### src/hdl/pth_map.vh
// Register offsets, field layout and reset values of the proximity threshold bank
`ifndef PTH_MAP_VH
`define PTH_MAP_VH

// ----------------------------------------
// Register offsets
// ----------------------------------------
`define PTH_ADDR_P1_LOW   8'h11
`define PTH_ADDR_P1_HIGH  8'h12
`define PTH_ADDR_P2_LOW   8'h13
`define PTH_ADDR_P2_HIGH  8'h14
`define PTH_ADDR_P3_LOW   8'h15
`define PTH_ADDR_P3_HIGH  8'h16

// ----------------------------------------
// Field layout and reset values
// ----------------------------------------
`define PTH_HIGH_MSB      15
`define PTH_HIGH_LSB      8
`define PTH_LOW_MSB       7
`define PTH_LOW_LSB       0
`define PTH_LOW_RESET     8'h00
`define PTH_HIGH_RESET    8'h00
`define PTH_UNMAPPED_READ 8'h00

`endif

### src/hdl/pth_compare.v
// One proximity channel threshold comparison stage
`timescale 1ns/100ps

module pth_compare #(
	parameter WIDTH = 16
) (
	// Clock and reset
	input  wire             core_clk,
	input  wire             rst,
	// Measurement in
	input  wire             meas_valid,
	input  wire [WIDTH-1:0] meas_result,
	input  wire [WIDTH-1:0] threshold,
	// Outcome
	output reg              above,
	output reg              done
);

	// ----------------------------------------
	// Compare on measurement completion
	// ----------------------------------------
	always @(posedge core_clk or posedge rst) begin
		if (rst) begin
			above <= 1'b0;
			done  <= 1'b0;
		end else begin
			done <= meas_valid;
			if (meas_valid) begin
				// Live threshold used; a half-written pair is compared as is
				above <= (meas_result > threshold);
			end
		end
	end

endmodule

### src/hdl/pth_regs.v
// Proximity threshold register bank with per-channel comparison
//
// Operation
// - Ch1 high at 0x12, ch2 low 0x13 high 0x14, ch3 low at 0x15.
// - Each threshold is 16 bits: high register bits 15:8, low register 7:0.
// - Each channel measurement is compared against its own threshold for interrupt decision.
// - Bytes update separately; a measurement between writes sees a mixed threshold.
// - Legacy mode: one 8-bit compressed threshold at the channel low address.
// - Channel two and three low bytes reset to zero.
// - Channel one low byte lives at 0x11.
`timescale 1ns/100ps
`include "pth_map.vh"

module pth_regs #(
	parameter THR_WIDTH = 16
) (
	// Clock and reset
	input  wire                 core_clk,
	input  wire                 rst,
	// Register port from the serial slave
	input  wire                 reg_wr,
	input  wire                 reg_rd,
	input  wire [7:0]           reg_addr,
	input  wire [7:0]           reg_wdata,
	output reg  [7:0]           reg_rdata,
	output reg                  reg_rvalid,
	// Silicon variant select
	input  wire                 legacy_compressed,
	// Channel one measurement
	input  wire                 prox_ch1_valid,
	input  wire [THR_WIDTH-1:0] prox_ch1_result,
	// Channel two measurement
	input  wire                 prox_ch2_valid,
	input  wire [THR_WIDTH-1:0] prox_ch2_result,
	// Channel three measurement
	input  wire                 prox_ch3_valid,
	input  wire [THR_WIDTH-1:0] prox_ch3_result,
	// Threshold outcomes
	output reg  [2:0]           prox_above,
	output reg  [2:0]           prox_done,
	output reg                  prox_irq_req,
	// Current thresholds
	output reg  [THR_WIDTH-1:0] prox_ch1_threshold,
	output reg  [THR_WIDTH-1:0] prox_ch2_threshold,
	output reg  [THR_WIDTH-1:0] prox_ch3_threshold
);

	// ----------------------------------------
	// Storage
	// ----------------------------------------
	reg  [7:0]  prox1_thresh_low;
	reg  [7:0]  prox1_thresh_high;
	reg  [7:0]  prox2_thresh_low;
	reg  [7:0]  prox2_thresh_high;
	reg  [7:0]  prox3_thresh_low;
	reg  [7:0]  prox3_thresh_high;
	reg  [7:0]  next_rdata;
	reg  [THR_WIDTH-1:0] next_th1;
	reg  [THR_WIDTH-1:0] next_th2;
	reg  [THR_WIDTH-1:0] next_th3;
	wire [2:0]  cmp_above;
	wire [2:0]  cmp_done;

	// ----------------------------------------
	// Writes, one byte each
	// ----------------------------------------
	always @(posedge core_clk or posedge rst) begin
		if (rst) begin
			// High bytes have no defined reset; cleared like the low bytes
			prox1_thresh_low  <= `PTH_LOW_RESET;
			prox1_thresh_high <= `PTH_HIGH_RESET;
			prox2_thresh_low  <= `PTH_LOW_RESET;
			prox2_thresh_high <= `PTH_HIGH_RESET;
			prox3_thresh_low  <= `PTH_LOW_RESET;
			prox3_thresh_high <= `PTH_HIGH_RESET;
		end else if (reg_wr) begin
			// Each byte lands at once; no shadow pairing of bytes
			if (reg_addr == `PTH_ADDR_P1_LOW) begin
				prox1_thresh_low <= reg_wdata;
			end else if (reg_addr == `PTH_ADDR_P1_HIGH) begin
				prox1_thresh_high <= reg_wdata;
			end else if (reg_addr == `PTH_ADDR_P2_LOW) begin
				prox2_thresh_low <= reg_wdata;
			end else if (reg_addr == `PTH_ADDR_P2_HIGH) begin
				prox2_thresh_high <= reg_wdata;
			end else if (reg_addr == `PTH_ADDR_P3_LOW) begin
				prox3_thresh_low <= reg_wdata;
			end else if (reg_addr == `PTH_ADDR_P3_HIGH) begin
				prox3_thresh_high <= reg_wdata;
			end
		end
	end

	// ----------------------------------------
	// Read mux
	// ----------------------------------------
	always @* begin
		// Unmapped addresses read as zero
		next_rdata = `PTH_UNMAPPED_READ;
		if (reg_addr == `PTH_ADDR_P1_LOW) begin
			next_rdata = prox1_thresh_low;
		end else if (reg_addr == `PTH_ADDR_P1_HIGH) begin
			next_rdata = prox1_thresh_high;
		end else if (reg_addr == `PTH_ADDR_P2_LOW) begin
			next_rdata = prox2_thresh_low;
		end else if (reg_addr == `PTH_ADDR_P2_HIGH) begin
			next_rdata = prox2_thresh_high;
		end else if (reg_addr == `PTH_ADDR_P3_LOW) begin
			next_rdata = prox3_thresh_low;
		end else if (reg_addr == `PTH_ADDR_P3_HIGH) begin
			next_rdata = prox3_thresh_high;
		end
	end

	always @(posedge core_clk or posedge rst) begin
		if (rst) begin
			reg_rdata  <= 8'h00;
			reg_rvalid <= 1'b0;
		end else begin
			reg_rvalid <= reg_rd;
			if (reg_rd) begin
				reg_rdata <= next_rdata;
			end
		end
	end

	// ----------------------------------------
	// Threshold assembly
	// ----------------------------------------
	always @* begin
		// Legacy parts keep one compressed byte at the low address; it is
		// passed raw in the low bits and the high registers are ignored
		next_th1 = {THR_WIDTH{1'b0}};
		next_th2 = {THR_WIDTH{1'b0}};
		next_th3 = {THR_WIDTH{1'b0}};
		next_th1[`PTH_LOW_MSB:`PTH_LOW_LSB] = prox1_thresh_low;
		next_th2[`PTH_LOW_MSB:`PTH_LOW_LSB] = prox2_thresh_low;
		next_th3[`PTH_LOW_MSB:`PTH_LOW_LSB] = prox3_thresh_low;
		if (!legacy_compressed) begin
			next_th1[`PTH_HIGH_MSB:`PTH_HIGH_LSB] = prox1_thresh_high;
			next_th2[`PTH_HIGH_MSB:`PTH_HIGH_LSB] = prox2_thresh_high;
			next_th3[`PTH_HIGH_MSB:`PTH_HIGH_LSB] = prox3_thresh_high;
		end
	end

	always @(posedge core_clk or posedge rst) begin
		if (rst) begin
			prox_ch1_threshold <= {THR_WIDTH{1'b0}};
			prox_ch2_threshold <= {THR_WIDTH{1'b0}};
			prox_ch3_threshold <= {THR_WIDTH{1'b0}};
		end else begin
			prox_ch1_threshold <= next_th1;
			prox_ch2_threshold <= next_th2;
			prox_ch3_threshold <= next_th3;
		end
	end

	// ----------------------------------------
	// Per-channel comparison
	// ----------------------------------------
	// Comparators take the stored bytes, not the registered pair, so a
	// lone first byte of an update is compared as a mixed threshold
	pth_compare #(.WIDTH(THR_WIDTH)) u_cmp1 (
		.core_clk    (core_clk),
		.rst         (rst),
		.meas_valid  (prox_ch1_valid),
		.meas_result (prox_ch1_result),
		.threshold   (next_th1),
		.above       (cmp_above[0]),
		.done        (cmp_done[0])
	);

	pth_compare #(.WIDTH(THR_WIDTH)) u_cmp2 (
		.core_clk    (core_clk),
		.rst         (rst),
		.meas_valid  (prox_ch2_valid),
		.meas_result (prox_ch2_result),
		.threshold   (next_th2),
		.above       (cmp_above[1]),
		.done        (cmp_done[1])
	);

	pth_compare #(.WIDTH(THR_WIDTH)) u_cmp3 (
		.core_clk    (core_clk),
		.rst         (rst),
		.meas_valid  (prox_ch3_valid),
		.meas_result (prox_ch3_result),
		.threshold   (next_th3),
		.above       (cmp_above[2]),
		.done        (cmp_done[2])
	);

	// ----------------------------------------
	// Outcome registers
	// ----------------------------------------
	always @(posedge core_clk or posedge rst) begin
		if (rst) begin
			prox_above   <= 3'h0;
			prox_done    <= 3'h0;
			prox_irq_req <= 1'b0;
		end else begin
			prox_done    <= cmp_done;
			// A channel keeps its last outcome until it completes again
			if (cmp_done[0]) begin
				prox_above[0] <= cmp_above[0];
			end
			if (cmp_done[1]) begin
				prox_above[1] <= cmp_above[1];
			end
			if (cmp_done[2]) begin
				prox_above[2] <= cmp_above[2];
			end
			prox_irq_req <= |(cmp_done & cmp_above);
		end
	end

endmodule
### config.mk
export PLATFORM = sky130hd
export DESIGN_NAME = pth_regs
export DESIGN_NICKNAME = d
export VERILOG_FILES = /design/src/hdl/pth_compare.v /design/src/hdl/pth_regs.v
export VERILOG_INCLUDE_DIRS = /design/src /design/src/hdl
export SDC_FILE = /design/constraint.sdc
export NUM_CORES = 1
export LEC_CHECK = 0
export ABC_AREA = 1
export CORE_UTILIZATION = 45
export CTS_CLUSTER_DIAMETER = 30
export DETAILED_ROUTE_END_ITERATION = 10
export DONT_BUFFER_PORTS = 1
export PLACE_DENSITY = 0.62
export RECOVER_POWER = 50
export SETUP_SLACK_MARGIN = 0.2
export SLEW_MARGIN = 20
export SYNTH_ARGS = -nofsm -noshare
export SYNTH_HDL_FRONTEND = slang
export SYNTH_SLANG_ARGS = --single-unit
### constraint.sdc
create_clock -name core_clk -period 9.6 [get_ports core_clk]
set_clock_uncertainty 0.2 [all_clocks]
set_input_delay 1.92 -clock core_clk [delete_from_list [all_inputs] [get_ports core_clk]]
set_output_delay 1.92 -clock core_clk [all_outputs]
set_load 0.01 [all_outputs]
# == Word level (Yosys, flattened, before mapping) ==
# Cells that the tools add are included.
# word_totals
reg_bits,118
latchBits,0
mem_bits_rw,0
mem_bits_ro,0
in_bits,72
wordCells,53
memories,0
# classes
n_addsub,0
mul,0
n_div,0
magnitude_cmp,3
n_eq_ne,6
shifts,0
muxes,9
bitwise,6
reduce_logical,7
# op_table
op,n
8-bit two-way mux,9
8-bit by 5-bit equality test with 1-bit output (second input constant),6
16-bit greater-than comparator,3
7-bit AND reduction,1
6-bit AND reduction,1
1-bit inverter,5
5-bit AND reduction,1
4-bit AND reduction,1
3-bit AND,1
3-bit AND reduction,1
3-bit OR reduction,1
2-bit AND reduction,1

# == Depth between registers and ports, before layout ==
# Gate-level depths: netlist (run 1).
# depth
depth_word,7
ltp_mapped,13
mapped_depth_nobuf,12

# == Modules after synthesis ==
# A second synthesis (run 1) with hierarchy kept.
# hier_totals
hier_cells,685
hier_area_um2,5861.9
# modules_own_cells
mod,n_inst,cells_each,area_each_um2,seq_area_each_um2
pth_regs,1,445,4345.4,2802.7
pth_compare,3,80,505.5,50.0

# == Worst setup path after synthesis (run 1) ==
# OpenSTA, ideal clock, no wires.
# synth_timing
path_kind,in2reg
from,input port legacy_compressed
to,register u_cmp2.above
setup_time_ns,0.116
arrival_time_ns,3.288
required_ns,9.284
setup_slack_ns,5.995
path_stages,13
n_path_buf,2
path_cell_list,clkbuf_1 buf_1 nor2_1 inv_1 ha_1 nand2_1 inv_1 o21bai_1 a21oi_1 nor2_1 nand2_1 nand2_1 nand2_1
# synth_via
elab_chain_len,2
# synth_rtl
item,line_no,rtl
from (decl),pth_regs.v:28,"input wire legacy_compressed,"
8-bit two-way mux,pth_regs.v:139,if (!legacy_compressed) begin
net next_th2[9],pth_regs.v:59,reg [THR_WIDTH-1:0] next_th2;
16-bit greater-than comparator,pth_compare.v:30,above <= (meas_result > threshold);
to (signal assigned),pth_compare.v:30,
to (decl),pth_compare.v:15,"output reg above,"
# The timed path passes the listed nets, and every way through them passes these cells.
# A chain may end at the register's enable or synchronous reset.

==> qor.yml, run 1 <==
die_w_um: 115
ff2ff_setup_slack_ns: 7.70
crit_required_ns: 9.88
ir_worst_vdd_mv: 0.108
vias_per_cell: 5.23
antenna_found_initial: 0
worst-path-buf-inv: 2
wl_um: 14400
drt_iter0_drc: 302
slowest_delay_ns: 1.64
finalMaxSlewViolations: 69
register_area_sq_mm: 0.00295
io_pins: 136
syn2layout_area_growth_pct: 13.3
ys.flop_type: "dfrtp_1"
critical-path-top-delay-family: "buffers and inverters"
clock_sinks: 118
clock.fmax_ghz: 0.244
rsz0062_at_grt: "false"
finalSetupViolCount: 0
clock_path_buffers: 2
clkTransAtPathRegs_ns: 0.05
wl_per_cell_um: 17.4
clk_latency_ns: 0.41
hold_viol: 0
final_cell_mix: "128 x nand2_1, 118 x dfrtp_1, 105 x inv_1, 57 x nor2_1, 48 x ha_1"
finalSetupTns_ns: 0
r2r_start: "prox2_thresh_low[2]$_DFFE_PP0P_"
min_period_ns: 4.09
hold-worst-slack_ns: 0.194
outcome: "finished, violations left"
synth-seq-cells: 118
violations: "capacitance limit, slew limit"
clockRootBuffer: "clkbuf_16"
crit_path_start_kind: "primary input"
maxSlewHeadroom: -0.989
fillCellCount: 1177
track_usage: 0.233
nets: 770
cts_tree: "yes"
worstSetupPathType: "in2async"
grt_pass1_vias: 4313
place_hpwl_um: 10700
r2r-end: "u_cmp2.above$_DFFE_PP0P_"
die_y_um: 115
final_common_cell: "nand2_1"
multiInputGateArea_sq_mm: 0.00229
portBuffers: 0
ys_seq_area_frac: 0.515
ys_types: 29
ctsResizeCount: 0
h-tree-depth: 4
grt_pass1_wl_um: 22600
gp_congestion: 0.908
grt_max_degree: 69
drive_gt1_frac: 0.0816
netlist_area_sq_mm: 0.00573
syn-num-nets: 762
fp.coreArea_sq_mm: 0.0122
overflow: 0
worstHoldStart: "u_cmp1.done$_DFF_PP0_"
crit_fanout: 68
whs_endpoint: "prox_done[0]$_DFF_PP0_"
end_kind: "asynchronous set/reset pin"
num_vias: 4340
cts_inserted_buffers: 17
synthArstFlopShare: 1.00
start_util: 0.469
reg2reg_depth: 9
yosysWarnings: 0
post_cts.repair.setup_buffers: 0
n_antenna_cell: 0
post-route-util: 0.532
ant_nets: 0
post-route-period-util: 0.426
drc_errors: 0
first_pass_iters: 5
power_leakage_nw: 3.18
die-area_sq_mm: 0.0132
critical-path-slowest-cell: "clkinvlp_2"
hold_class: "reg2reg"
p_per_area_mw_per_mm2: 200
num_rows: 40
drv_cap: 1
worstSetupStartpoint: "rst"
crit_arrival_ns: 4.37
total_power_mw: 1.30
synth.avg_cell_area_sq_um: 8.93
hold_buffers: 0
crit_chain: "clkinvlp_2, buf_4"
worstMarginPinSlew_ns: 2.97
synthCells: 642
holdPathStages: 0
synth_edf_count: 0
how the worst max path moves through the flow:
stage | to | slack [ns] | depth (start not counted)
detailed placement | prox1_thresh_low[3]$_DFFE_PP0P_ | 6.07 | 8
global route | prox2_thresh_high[7]$_DFFE_PP0P_ | 4.91 | 2
finish | prox1_thresh_high[4]$_DFFE_PP0P_ | 5.51 | 2
global placement | prox1_thresh_low[2]$_DFFE_PP0P_ | 6.10 | 8
floorplan | prox1_thresh_high[0]$_DFFE_PP0P_ | 4.35 | 1
CTS | prox1_thresh_low[3]$_DFFE_PP0P_ | 6.49 | 8
layout make-up:
cell class / count / share of cell area
sequential: 118 / 0.455
multi-input combinational: 402 / 0.353
clock buffer: 21 / 0.0709
inverter: 110 / 0.0638
tap: 168 / 0.0324
clock inverter: 10 / 0.0235
timing repair buffer: 1 / 0.00116
cells by family (layout without fill, tap and decap cells):
family,after synthesis,after routing,share of synthesized area
adders and majority gates,48,48,0.105
DFF,118,118,0.515
AOI/OAI and AO/OA,111,111,0.104
buffers and inverters,122,142,0.0847
and+or+nand+nor,243,243,0.191
layer usage:
metal | wire [um] | global-route usage
met1 | 6230 | 0.298
met2 | 6680 | 0.372
met3 | 1180 | 0.0685
met4 | 354 | 0.0935
met5 | 0 | 0
per-stage QoR:
step           std cells  instance area [sq um]  setup WS (ns)
2_1_floorplan        642                   5730           4.35
3_3_place_gp         799                   5880           6.10
3_5_place_dp         799                   5880           6.07
4_1_cts              830                   6490           6.49
5_1_grt              830                   6490           4.91
6_report             830                   6490           5.51
cell usage after synthesis (2+ instances only):
cell	n	share of area
a21oi_1	29	0.025
buf_2	4	0.0035
buf_6	3	0.0059
clkbuf_1	4	0.0026
dfrtp_1	118	0.52
ha_1	48	0.10
inv_1	106	0.069
inv_2	3	0.0020
nand2_1	128	0.084
nand2_2	3	0.0033
nand3_1	27	0.024
nand3_2	2	0.0035
nand3_4	3	0.0092
nand4_1	11	0.012
nand4_2	2	0.0044
nor2_1	57	0.037
nor2_2	2	0.0022
nor2_4	2	0.0039
nor3_1	4	0.0035
o21a_1	3	0.0039
o21ai_0	45	0.039
o21ai_1	23	0.020
o21ai_2	5	0.0076
o21bai_1	5	0.0065
power by group:
part	internal [mW]	leakage, nW	switching, mW
Sequential	0.522	1.59	0.0230
Clock	0.444	0.302	0.220
Combinational	0.0295	1.29	0.0596
registers in the layout (all words and copies together), names as in the netlist, 8 cells and up:
signal,cells
prox_ch1_threshold,16
prox_ch2_threshold,16
prox_ch3_threshold,16
prox1_thresh_high,8
prox1_thresh_low,8
prox2_thresh_high,8
prox2_thresh_low,8
prox3_thresh_high,8
prox3_thresh_low,8
reg_rdata,8
Note: power is estimated with default switching activity, not from simulation.
==> run 2: changes to the inputs <==
--- a/config.mk
+++ b/config.mk
@@ -11,7 +11,7 @@
 export CTS_CLUSTER_DIAMETER = 30
 export DETAILED_ROUTE_END_ITERATION = 10
 export DONT_BUFFER_PORTS = 1
-export PLACE_DENSITY = 0.62
+export PLACE_DENSITY = 0.64
 export RECOVER_POWER = 50
 export SETUP_SLACK_MARGIN = 0.2
 export SLEW_MARGIN = 20
==> constraint.sdc (replaced) <==
create_clock -name core_clk -period 3.3 [get_ports core_clk]
set_clock_uncertainty 0.2 [all_clocks]
set_input_delay 0.66 -clock core_clk [delete_from_list [all_inputs] [get_ports core_clk]]
set_output_delay 0.66 -clock core_clk [all_outputs]
set_load 0.01 [all_outputs]
==> qor.yml, run 2 (same netlist as run 1, synthesis figures left out) <==
worstSetupPathType: "in2async"  # unchanged
power_leakage_nw: 3.18  # about the same
hold_class: "in2reg"  # was reg2reg
clk_latency_ns: 0.41  # about the same
gp_congestion: 0.938  # was 0.908
start_util: 0.469  # unchanged
clock_sinks: 118  # unchanged
whs_endpoint: "reg_rvalid$_DFF_PP0_"  # was prox_done[0]$_DFF_PP0_
die-area_sq_mm: 0.0132  # unchanged
post-route-period-util: 0.664
p_int_mw: 2.92  # was 0.995 mW
p_per_area_mw_per_mm2: 581  # was 200 mW/mm^2
final_common_cell: "nand2_1"  # unchanged
rsz0062_at_grt: "false"  # unchanged
pwr-share-seq: 0.419  # was 0.420
ir_worst_vdd_mv: 0.356  # was 0.108 mV
clockRootBuffer: "clkbuf_16"  # unchanged
wl_per_cell_um: 17.2  # was 17.4 um
syn2layout_area_growth_pct: 13.7  # was 13.3%
crit_chain: "clkinvlp_2, clkbuf_2"  # was clkinvlp_2, buf_4
reg2reg_depth: 9  # unchanged
crit_required_ns: 3.51  # was 9.88 ns
maxSlewHeadroom: -0.0369  # was -0.989
worst-path-buf-inv: 2  # unchanged
crit_fanout: 37  # was 68
violations: "capacitance limit, slew limit"  # unchanged
crit_arrival_ns: 2.40  # was 4.37 ns
nets: 771  # was 770
critical-path-top-delay-family: "buffers and inverters"  # unchanged
critical-path-slowest-cell: "clkinvlp_2"  # unchanged
track_usage: 0.232  # was 0.233
reg.largest.list: "prox_ch1_threshold (16), prox_ch2_threshold (16), prox_ch3_threshold (16)"  # unchanged
pwr-share-comb: 0.069  # about the same
grt_pass1_vias: 4351  # was 4313
grt_pass1_wl_um: 22600  # about the same
die_w_um: 115  # unchanged
drt_iter0_drc: 337  # was 302
r2r_start: "prox2_thresh_low[3]$_DFFE_PP0P_"  # was prox2_thresh_low[2]$_DFFE_PP0P_
drive_gt1_frac: 0.0816  # unchanged
finalSetupTns_ns: 0  # unchanged
ctsResizeCount: 0  # unchanged
clock.fmax_ghz: 0.456
end_kind: "asynchronous set/reset pin"  # unchanged
cts_tree: "yes"  # unchanged
overflow: 0  # unchanged
min_period_ns: 2.19
io_pins: 136  # unchanged
place_hpwl_um: 10700  # about the same
worstHoldStart: "reg_rd"  # was u_cmp1.done$_DFF_PP0_
hold_viol: 0  # unchanged
cts_inserted_buffers: 17  # unchanged
post-route-util: 0.534  # was 0.532
num_rows: 40  # unchanged
grt_max_degree: 50  # was 69
h-tree-depth: 4  # unchanged
p_sw_mw: 0.870  # was 0.302 mW
num_vias: 4309  # was 4340
dp_slack_ns: 1.02  # was 6.07 ns
drv_cap: 1  # unchanged
finalSetupViolCount: 0  # unchanged
vias_per_cell: 5.19  # was 5.23
pwr-share-clk: 0.512  # was 0.511
slowest_delay_ns: 0.87  # was 1.64 ns
drc_errors: 0  # unchanged
clock_path_buffers: 2  # unchanged
first_pass_iters: 5  # unchanged
fin_ws_ns: 1.11  # was 5.51 ns
r2r-end: "u_cmp2.above$_DFFE_PP0P_"  # unchanged
hold_buffers: 0  # unchanged
finalMaxSlewViolations: 34  # was 69
worstMarginPinSlew_ns: 1.55  # was 2.97 ns
final_cell_mix: "128 x nand2_1, 118 x dfrtp_1, 105 x inv_1, 57 x nor2_1, 48 x ha_1"  # unchanged
fp.coreArea_sq_mm: 0.0122  # unchanged
hold-worst-slack_ns: 0.0796  # was 0.194 ns
die_y_um: 115  # unchanged
holdPathStages: 0  # unchanged
antenna_found_initial: 0  # unchanged
wl_um: 14300  # was 14400 um
crit_path_start_kind: "primary input"  # unchanged
ff2ff_setup_slack_ns: 1.26  # was 7.70 ns
p_sw_frac: 0.229  # was 0.233
ant_nets: 0  # unchanged
n_antenna_cell: 0  # unchanged
portBuffers: 0  # unchanged
post_cts.repair.setup_buffers: 0  # unchanged
clkTransAtPathRegs_ns: 0.05  # about the same
outcome: "finished, violations left"  # unchanged
run 2: cell types whose count changed in the layout (fill, tap and decap cells not counted):
cell / previous run / this run
buf_4: 1 / 0
clkbuf_2: 0 / 1
clkinvlp_4: 1 / 3
buf_12: 0 / 1
clkbuf_8: 2 / 3
clkinv_2: 5 / 1
run 2: worst max-delay path by stage:
stage                                         start                               to  slack (ns)  cells after the start
finish                                          rst  prox_ch1_threshold[7]$_DFF_PP0_        1.11                      2
global route                                    rst  prox_ch1_threshold[3]$_DFF_PP0_        0.74                      2
CTS                 prox2_thresh_low[3]$_DFFE_PP0P_         u_cmp2.above$_DFFE_PP0P_        1.37                      9
detailed placement                      reg_addr[6]  prox2_thresh_low[4]$_DFFE_PP0P_        1.02                      5
global placement                        reg_addr[6]  prox1_thresh_low[3]$_DFFE_PP0P_        1.07                      8
floorplan                         legacy_compressed         u_cmp2.above$_DFFE_PP0P_        0.96                     13
run 2: metal layers:
layer	part of all wire	GRT usage
met1	0.43	0.296
met2	0.47	0.371
met3	0.083	0.0685
met4	0.015	0.0883
met5	0	0
run 2: power groups by stage:
stage               logic, mW  registers (mW)  clock network, mW
CTS                     0.267            1.59               1.97
floorplan               0.198            1.59                  0
global route            0.308            1.59               2.04
global placement        0.250            1.61                  0
detailed placement      0.264            1.61                  0
finish                  0.262            1.59               1.94
run 2: area by class of cell:
type,instances,area [sq um]
clock buffer,22,474
clock inverter,8,148
fill,1141,5690
inverter,110,414
multi-input combinational,402,2290
sequential,118,2950
tap,168,210
timing repair buffer,2,25.0
run 2: stage by stage:
stage	total power, mW	std cells	cell area (sq um)
2_1_floorplan	1.79	642	5740
3_3_place_gp	1.86	800	5910
3_5_place_dp	1.87	800	5910
4_1_cts	3.82	830	6540
5_1_grt	3.94	830	6520
6_report	3.79	830	6520
==> run 3: changes to the inputs <==
--- a/config.mk
+++ b/config.mk
@@ -11,7 +11,7 @@
 export CTS_CLUSTER_DIAMETER = 30
 export DETAILED_ROUTE_END_ITERATION = 10
 export DONT_BUFFER_PORTS = 1
-export PLACE_DENSITY = 0.64
+export PLACE_DENSITY = 0.62
 export RECOVER_POWER = 50
 export SETUP_SLACK_MARGIN = 0.2
 export SLEW_MARGIN = 20
==> constraint.sdc (replaced) <==
create_clock -name core_clk -period 2.2 [get_ports core_clk]
set_clock_uncertainty 0.2 [all_clocks]
set_input_delay 0.44 -clock core_clk [delete_from_list [all_inputs] [get_ports core_clk]]
set_output_delay 0.44 -clock core_clk [all_outputs]
set_load 0.01 [all_outputs]
==> qor.yml, run 3 (same netlist as run 1, synthesis figures left out) <==
outcome: "completed"  # was finished, violations left
wl_per_cell_um: 17.3  # was 17.2 um
wl_um: 14900  # was 14300 um
clock_path_buffers: 2  # unchanged
crit_top_cell: "nand2_1"
drive_gt1_frac: 0.0913  # was 0.0816
p_sw_frac: 0.231  # was 0.229
register_area_sq_mm: 0.00295  # unchanged
worstSetupPathType: "reg2reg"  # was in2async
gp_congestion: 0.901  # was 0.938
die_y_um: 115  # unchanged
hold_class: "in2reg"  # unchanged
clk_latency_ns: 0.42  # was 0.41 ns
portBuffers: 0  # unchanged
clock_sinks: 118  # unchanged
worstMarginPinSlew_ns: 1.06  # was 1.55 ns
overflow: 0  # unchanged
total_power_mw: 5.68  # was 3.79 mW
reg.largest.list: "prox_ch1_threshold (16), prox_ch2_threshold (16), prox_ch3_threshold (16)"  # unchanged
r2r_start: "prox1_thresh_high[3]$_DFFE_PP0P_"  # was prox2_thresh_low[3]$_DFFE_PP0P_
final_cell_mix: "128 x nand2_1, 118 x dfrtp_1, 105 x inv_1, 56 x nor2_1, 48 x ha_1"  # was 128 x nand2_1, 118 x dfrtp_1, 105 x inv_1, 57 x nor2_1, 48 x ha_1
final_common_cell: "nand2_1"  # unchanged
grt_pass1_wl_um: 23500  # was 22600 um
nets: 798  # was 771
crit_fanout: 3  # was 37
hold_viol: 0  # unchanged
p_per_area_mw_per_mm2: 837  # was 581 mW/mm^2
num_vias: 4396  # was 4309
critical-path-slowest-cell: "dfrtp_1"  # was clkinvlp_2
die_w_um: 115  # unchanged
cts_tree: "yes"  # unchanged
clockRootBuffer: "clkbuf_16"  # unchanged
pwr-share-clk: 0.507  # was 0.512
ff2ff_setup_slack_ns: 0.20  # was 1.26 ns
rsz0062_at_grt: "true"  # was false
crit_required_ns: 2.31  # was 3.51 ns
post-route-period-util: 0.909
antenna_found_initial: 0  # unchanged
holdPathStages: 4  # was 0
reg2reg_depth: 11  # was 9
clkTransAtPathRegs_ns: 0.05  # about the same
finalSetupTns_ns: 0  # unchanged
power_leakage_nw: 3.35  # was 3.18 nW
end_kind: "flip-flop"  # was asynchronous set/reset pin
start_util: 0.469  # unchanged
io_pins: 136  # unchanged
clock.fmax_ghz: 0.500
worstHoldStart: "reg_rd"  # unchanged
h-tree-depth: 4  # unchanged
grt_max_degree: 119  # was 50
n_antenna_cell: 0  # unchanged
maxSlewHeadroom: 0.295  # was -0.0369
place_hpwl_um: 10800  # was 10700 um
drv_cap: 0  # was 1
grt_pass1_vias: 4522  # was 4351
crit_arrival_ns: 2.11  # was 2.40 ns
multiInputGateArea_sq_mm: 0.00231  # was 0.00229 sq mm
finalSetupViolCount: 0  # unchanged
ir_worst_vdd_mv: 0.567  # was 0.356 mV
crit_chain: "inv_1, nor2_1, inv_1, ha_1, nand2_1, o21bai_1, a21oi_1, nor2_2, nand2_1, nand2_1, nand2_1"  # was clkinvlp_2, clkbuf_2
worst-path-buf-inv: 2  # unchanged
pwr-share-comb: 0.074  # was 0.069
die-area_sq_mm: 0.0132  # unchanged
fillCellCount: 1120  # was 1141
critical-path-top-delay-family: "simple AND/OR/NAND/NOR gates"  # was buffers and inverters
finalMaxSlewViolations: 0  # was 34
ant_nets: 0  # unchanged
drc_errors: 0  # unchanged
min_period_ns: 2.00
fp.coreArea_sq_mm: 0.0122  # unchanged
drt_iter0_drc: 289  # was 337
whs_endpoint: "reg_rdata[0]$_DFFE_PP0P_"  # was reg_rvalid$_DFF_PP0_
first_pass_iters: 5  # unchanged
slowest_delay_ns: 0.39  # was 0.87 ns
crit_path_start_kind: "flip-flop"  # was primary input
p_int_mw: 4.37  # was 2.92 mW
cts_inserted_buffers: 17  # unchanged
p_sw_mw: 1.31  # was 0.870 mW
r2r-end: "u_cmp1.above$_DFFE_PP0P_"  # was u_cmp2.above$_DFFE_PP0P_
num_rows: 40  # unchanged
syn2layout_area_growth_pct: 18.3  # was 13.7%
vias_per_cell: 5.12  # was 5.19
track_usage: 0.244  # was 0.232
pwr-share-seq: 0.419  # about the same
[run 3: changes by cell type in the layout (fill, tap and decap cells not counted), sizes merged]
| cell | change |
|---|---|
| dlygate4sd3 | +20 |
| buf | +7 |
| clkinv | +2 |
| clkbuf | -1 |
| clkinvlp | -1 |
| dlymetal6s4s | +1 |
[run 3: final cells by class]
cell class	instances	share of cell area
Inverter	110	0.0614
Timing Repair Buffer	29	0.0408
Tap cell	168	0.0310
Clock buffer	22	0.0685
Sequential cell	118	0.435
Clock inverter	9	0.0221
Multi-Input combinational cell	402	0.341
[run 3: stage by stage]
stage / hold WS [ns] / instance area [sq um] / utilization / cells / worst slack [ns]
after floorplan: 0.169 / 5740 / - / 642 / 0.119
after global placement: 0.179 / 5930 / 0.485 / 803 / 0.0250
after detailed placement: 0.183 / 5930 / 0.485 / 803 / 0.0228
after CTS: 0.0449 / 6760 / 0.553 / 855 / 0.211
after global routing: 0.0810 / 6780 / 0.555 / 858 / 0.105
final: 0.0585 / 6780 / 0.555 / 858 / 0.201
[run 3: metal layers]
layer,track usage,vias up,wire (um)
met5,0,-,0
met4,0.132,0,494
met3,0.0801,30,1270
met2,0.375,174,6870
met1,0.305,2060,6230
li1,-,2132,-
[run 3: power groups by stage]
stage	Combinational, mW	Clock (mW)	Sequential, mW
2_1_floorplan	0.298	0	2.39
3_3_place_gp	0.374	0	2.41
3_5_place_dp	0.395	0	2.41
4_1_cts	0.421	2.92	2.38
5_1_grt	0.494	3.03	2.39
6_report	0.422	2.88	2.38
[run 3: tightest hold or removal path, delay by kind of cell]
family | cells | cell delay [ns]
buf+inv | 1 | 0.04
compound gates | 1 | 0.05
simple gates | 2 | 0.09
[run 3: worst max path at each step]
stage / slack (ns) / cells after the start / startpoint / end
CTS: 0.21 / 11 / legacy_compressed / u_cmp2.above$_DFFE_PP0P_
finish: 0.20 / 11 / prox1_thresh_high[3]$_DFFE_PP0P_ / u_cmp1.above$_DFFE_PP0P_
detailed placement: 0.02 / 8 / legacy_compressed / u_cmp1.above$_DFFE_PP0P_
floorplan: 0.12 / 1 / rst / prox1_thresh_high[0]$_DFFE_PP0P_
global placement: 0.02 / 8 / legacy_compressed / u_cmp1.above$_DFFE_PP0P_
global route: 0.11 / 9 / prox1_thresh_high[7]$_DFFE_PP0P_ / u_cmp1.above$_DFFE_PP0P_
[run 3: what timing repair did]
item                                    4_1_cts  5_1_grt
hold endpoints to repair                    150        0
gates resized for setup                       1        7
pin swaps                                     0        3
endpoints found under the setup margin        1        2
buffers inserted                              0        3
hold buffers                                 21        0
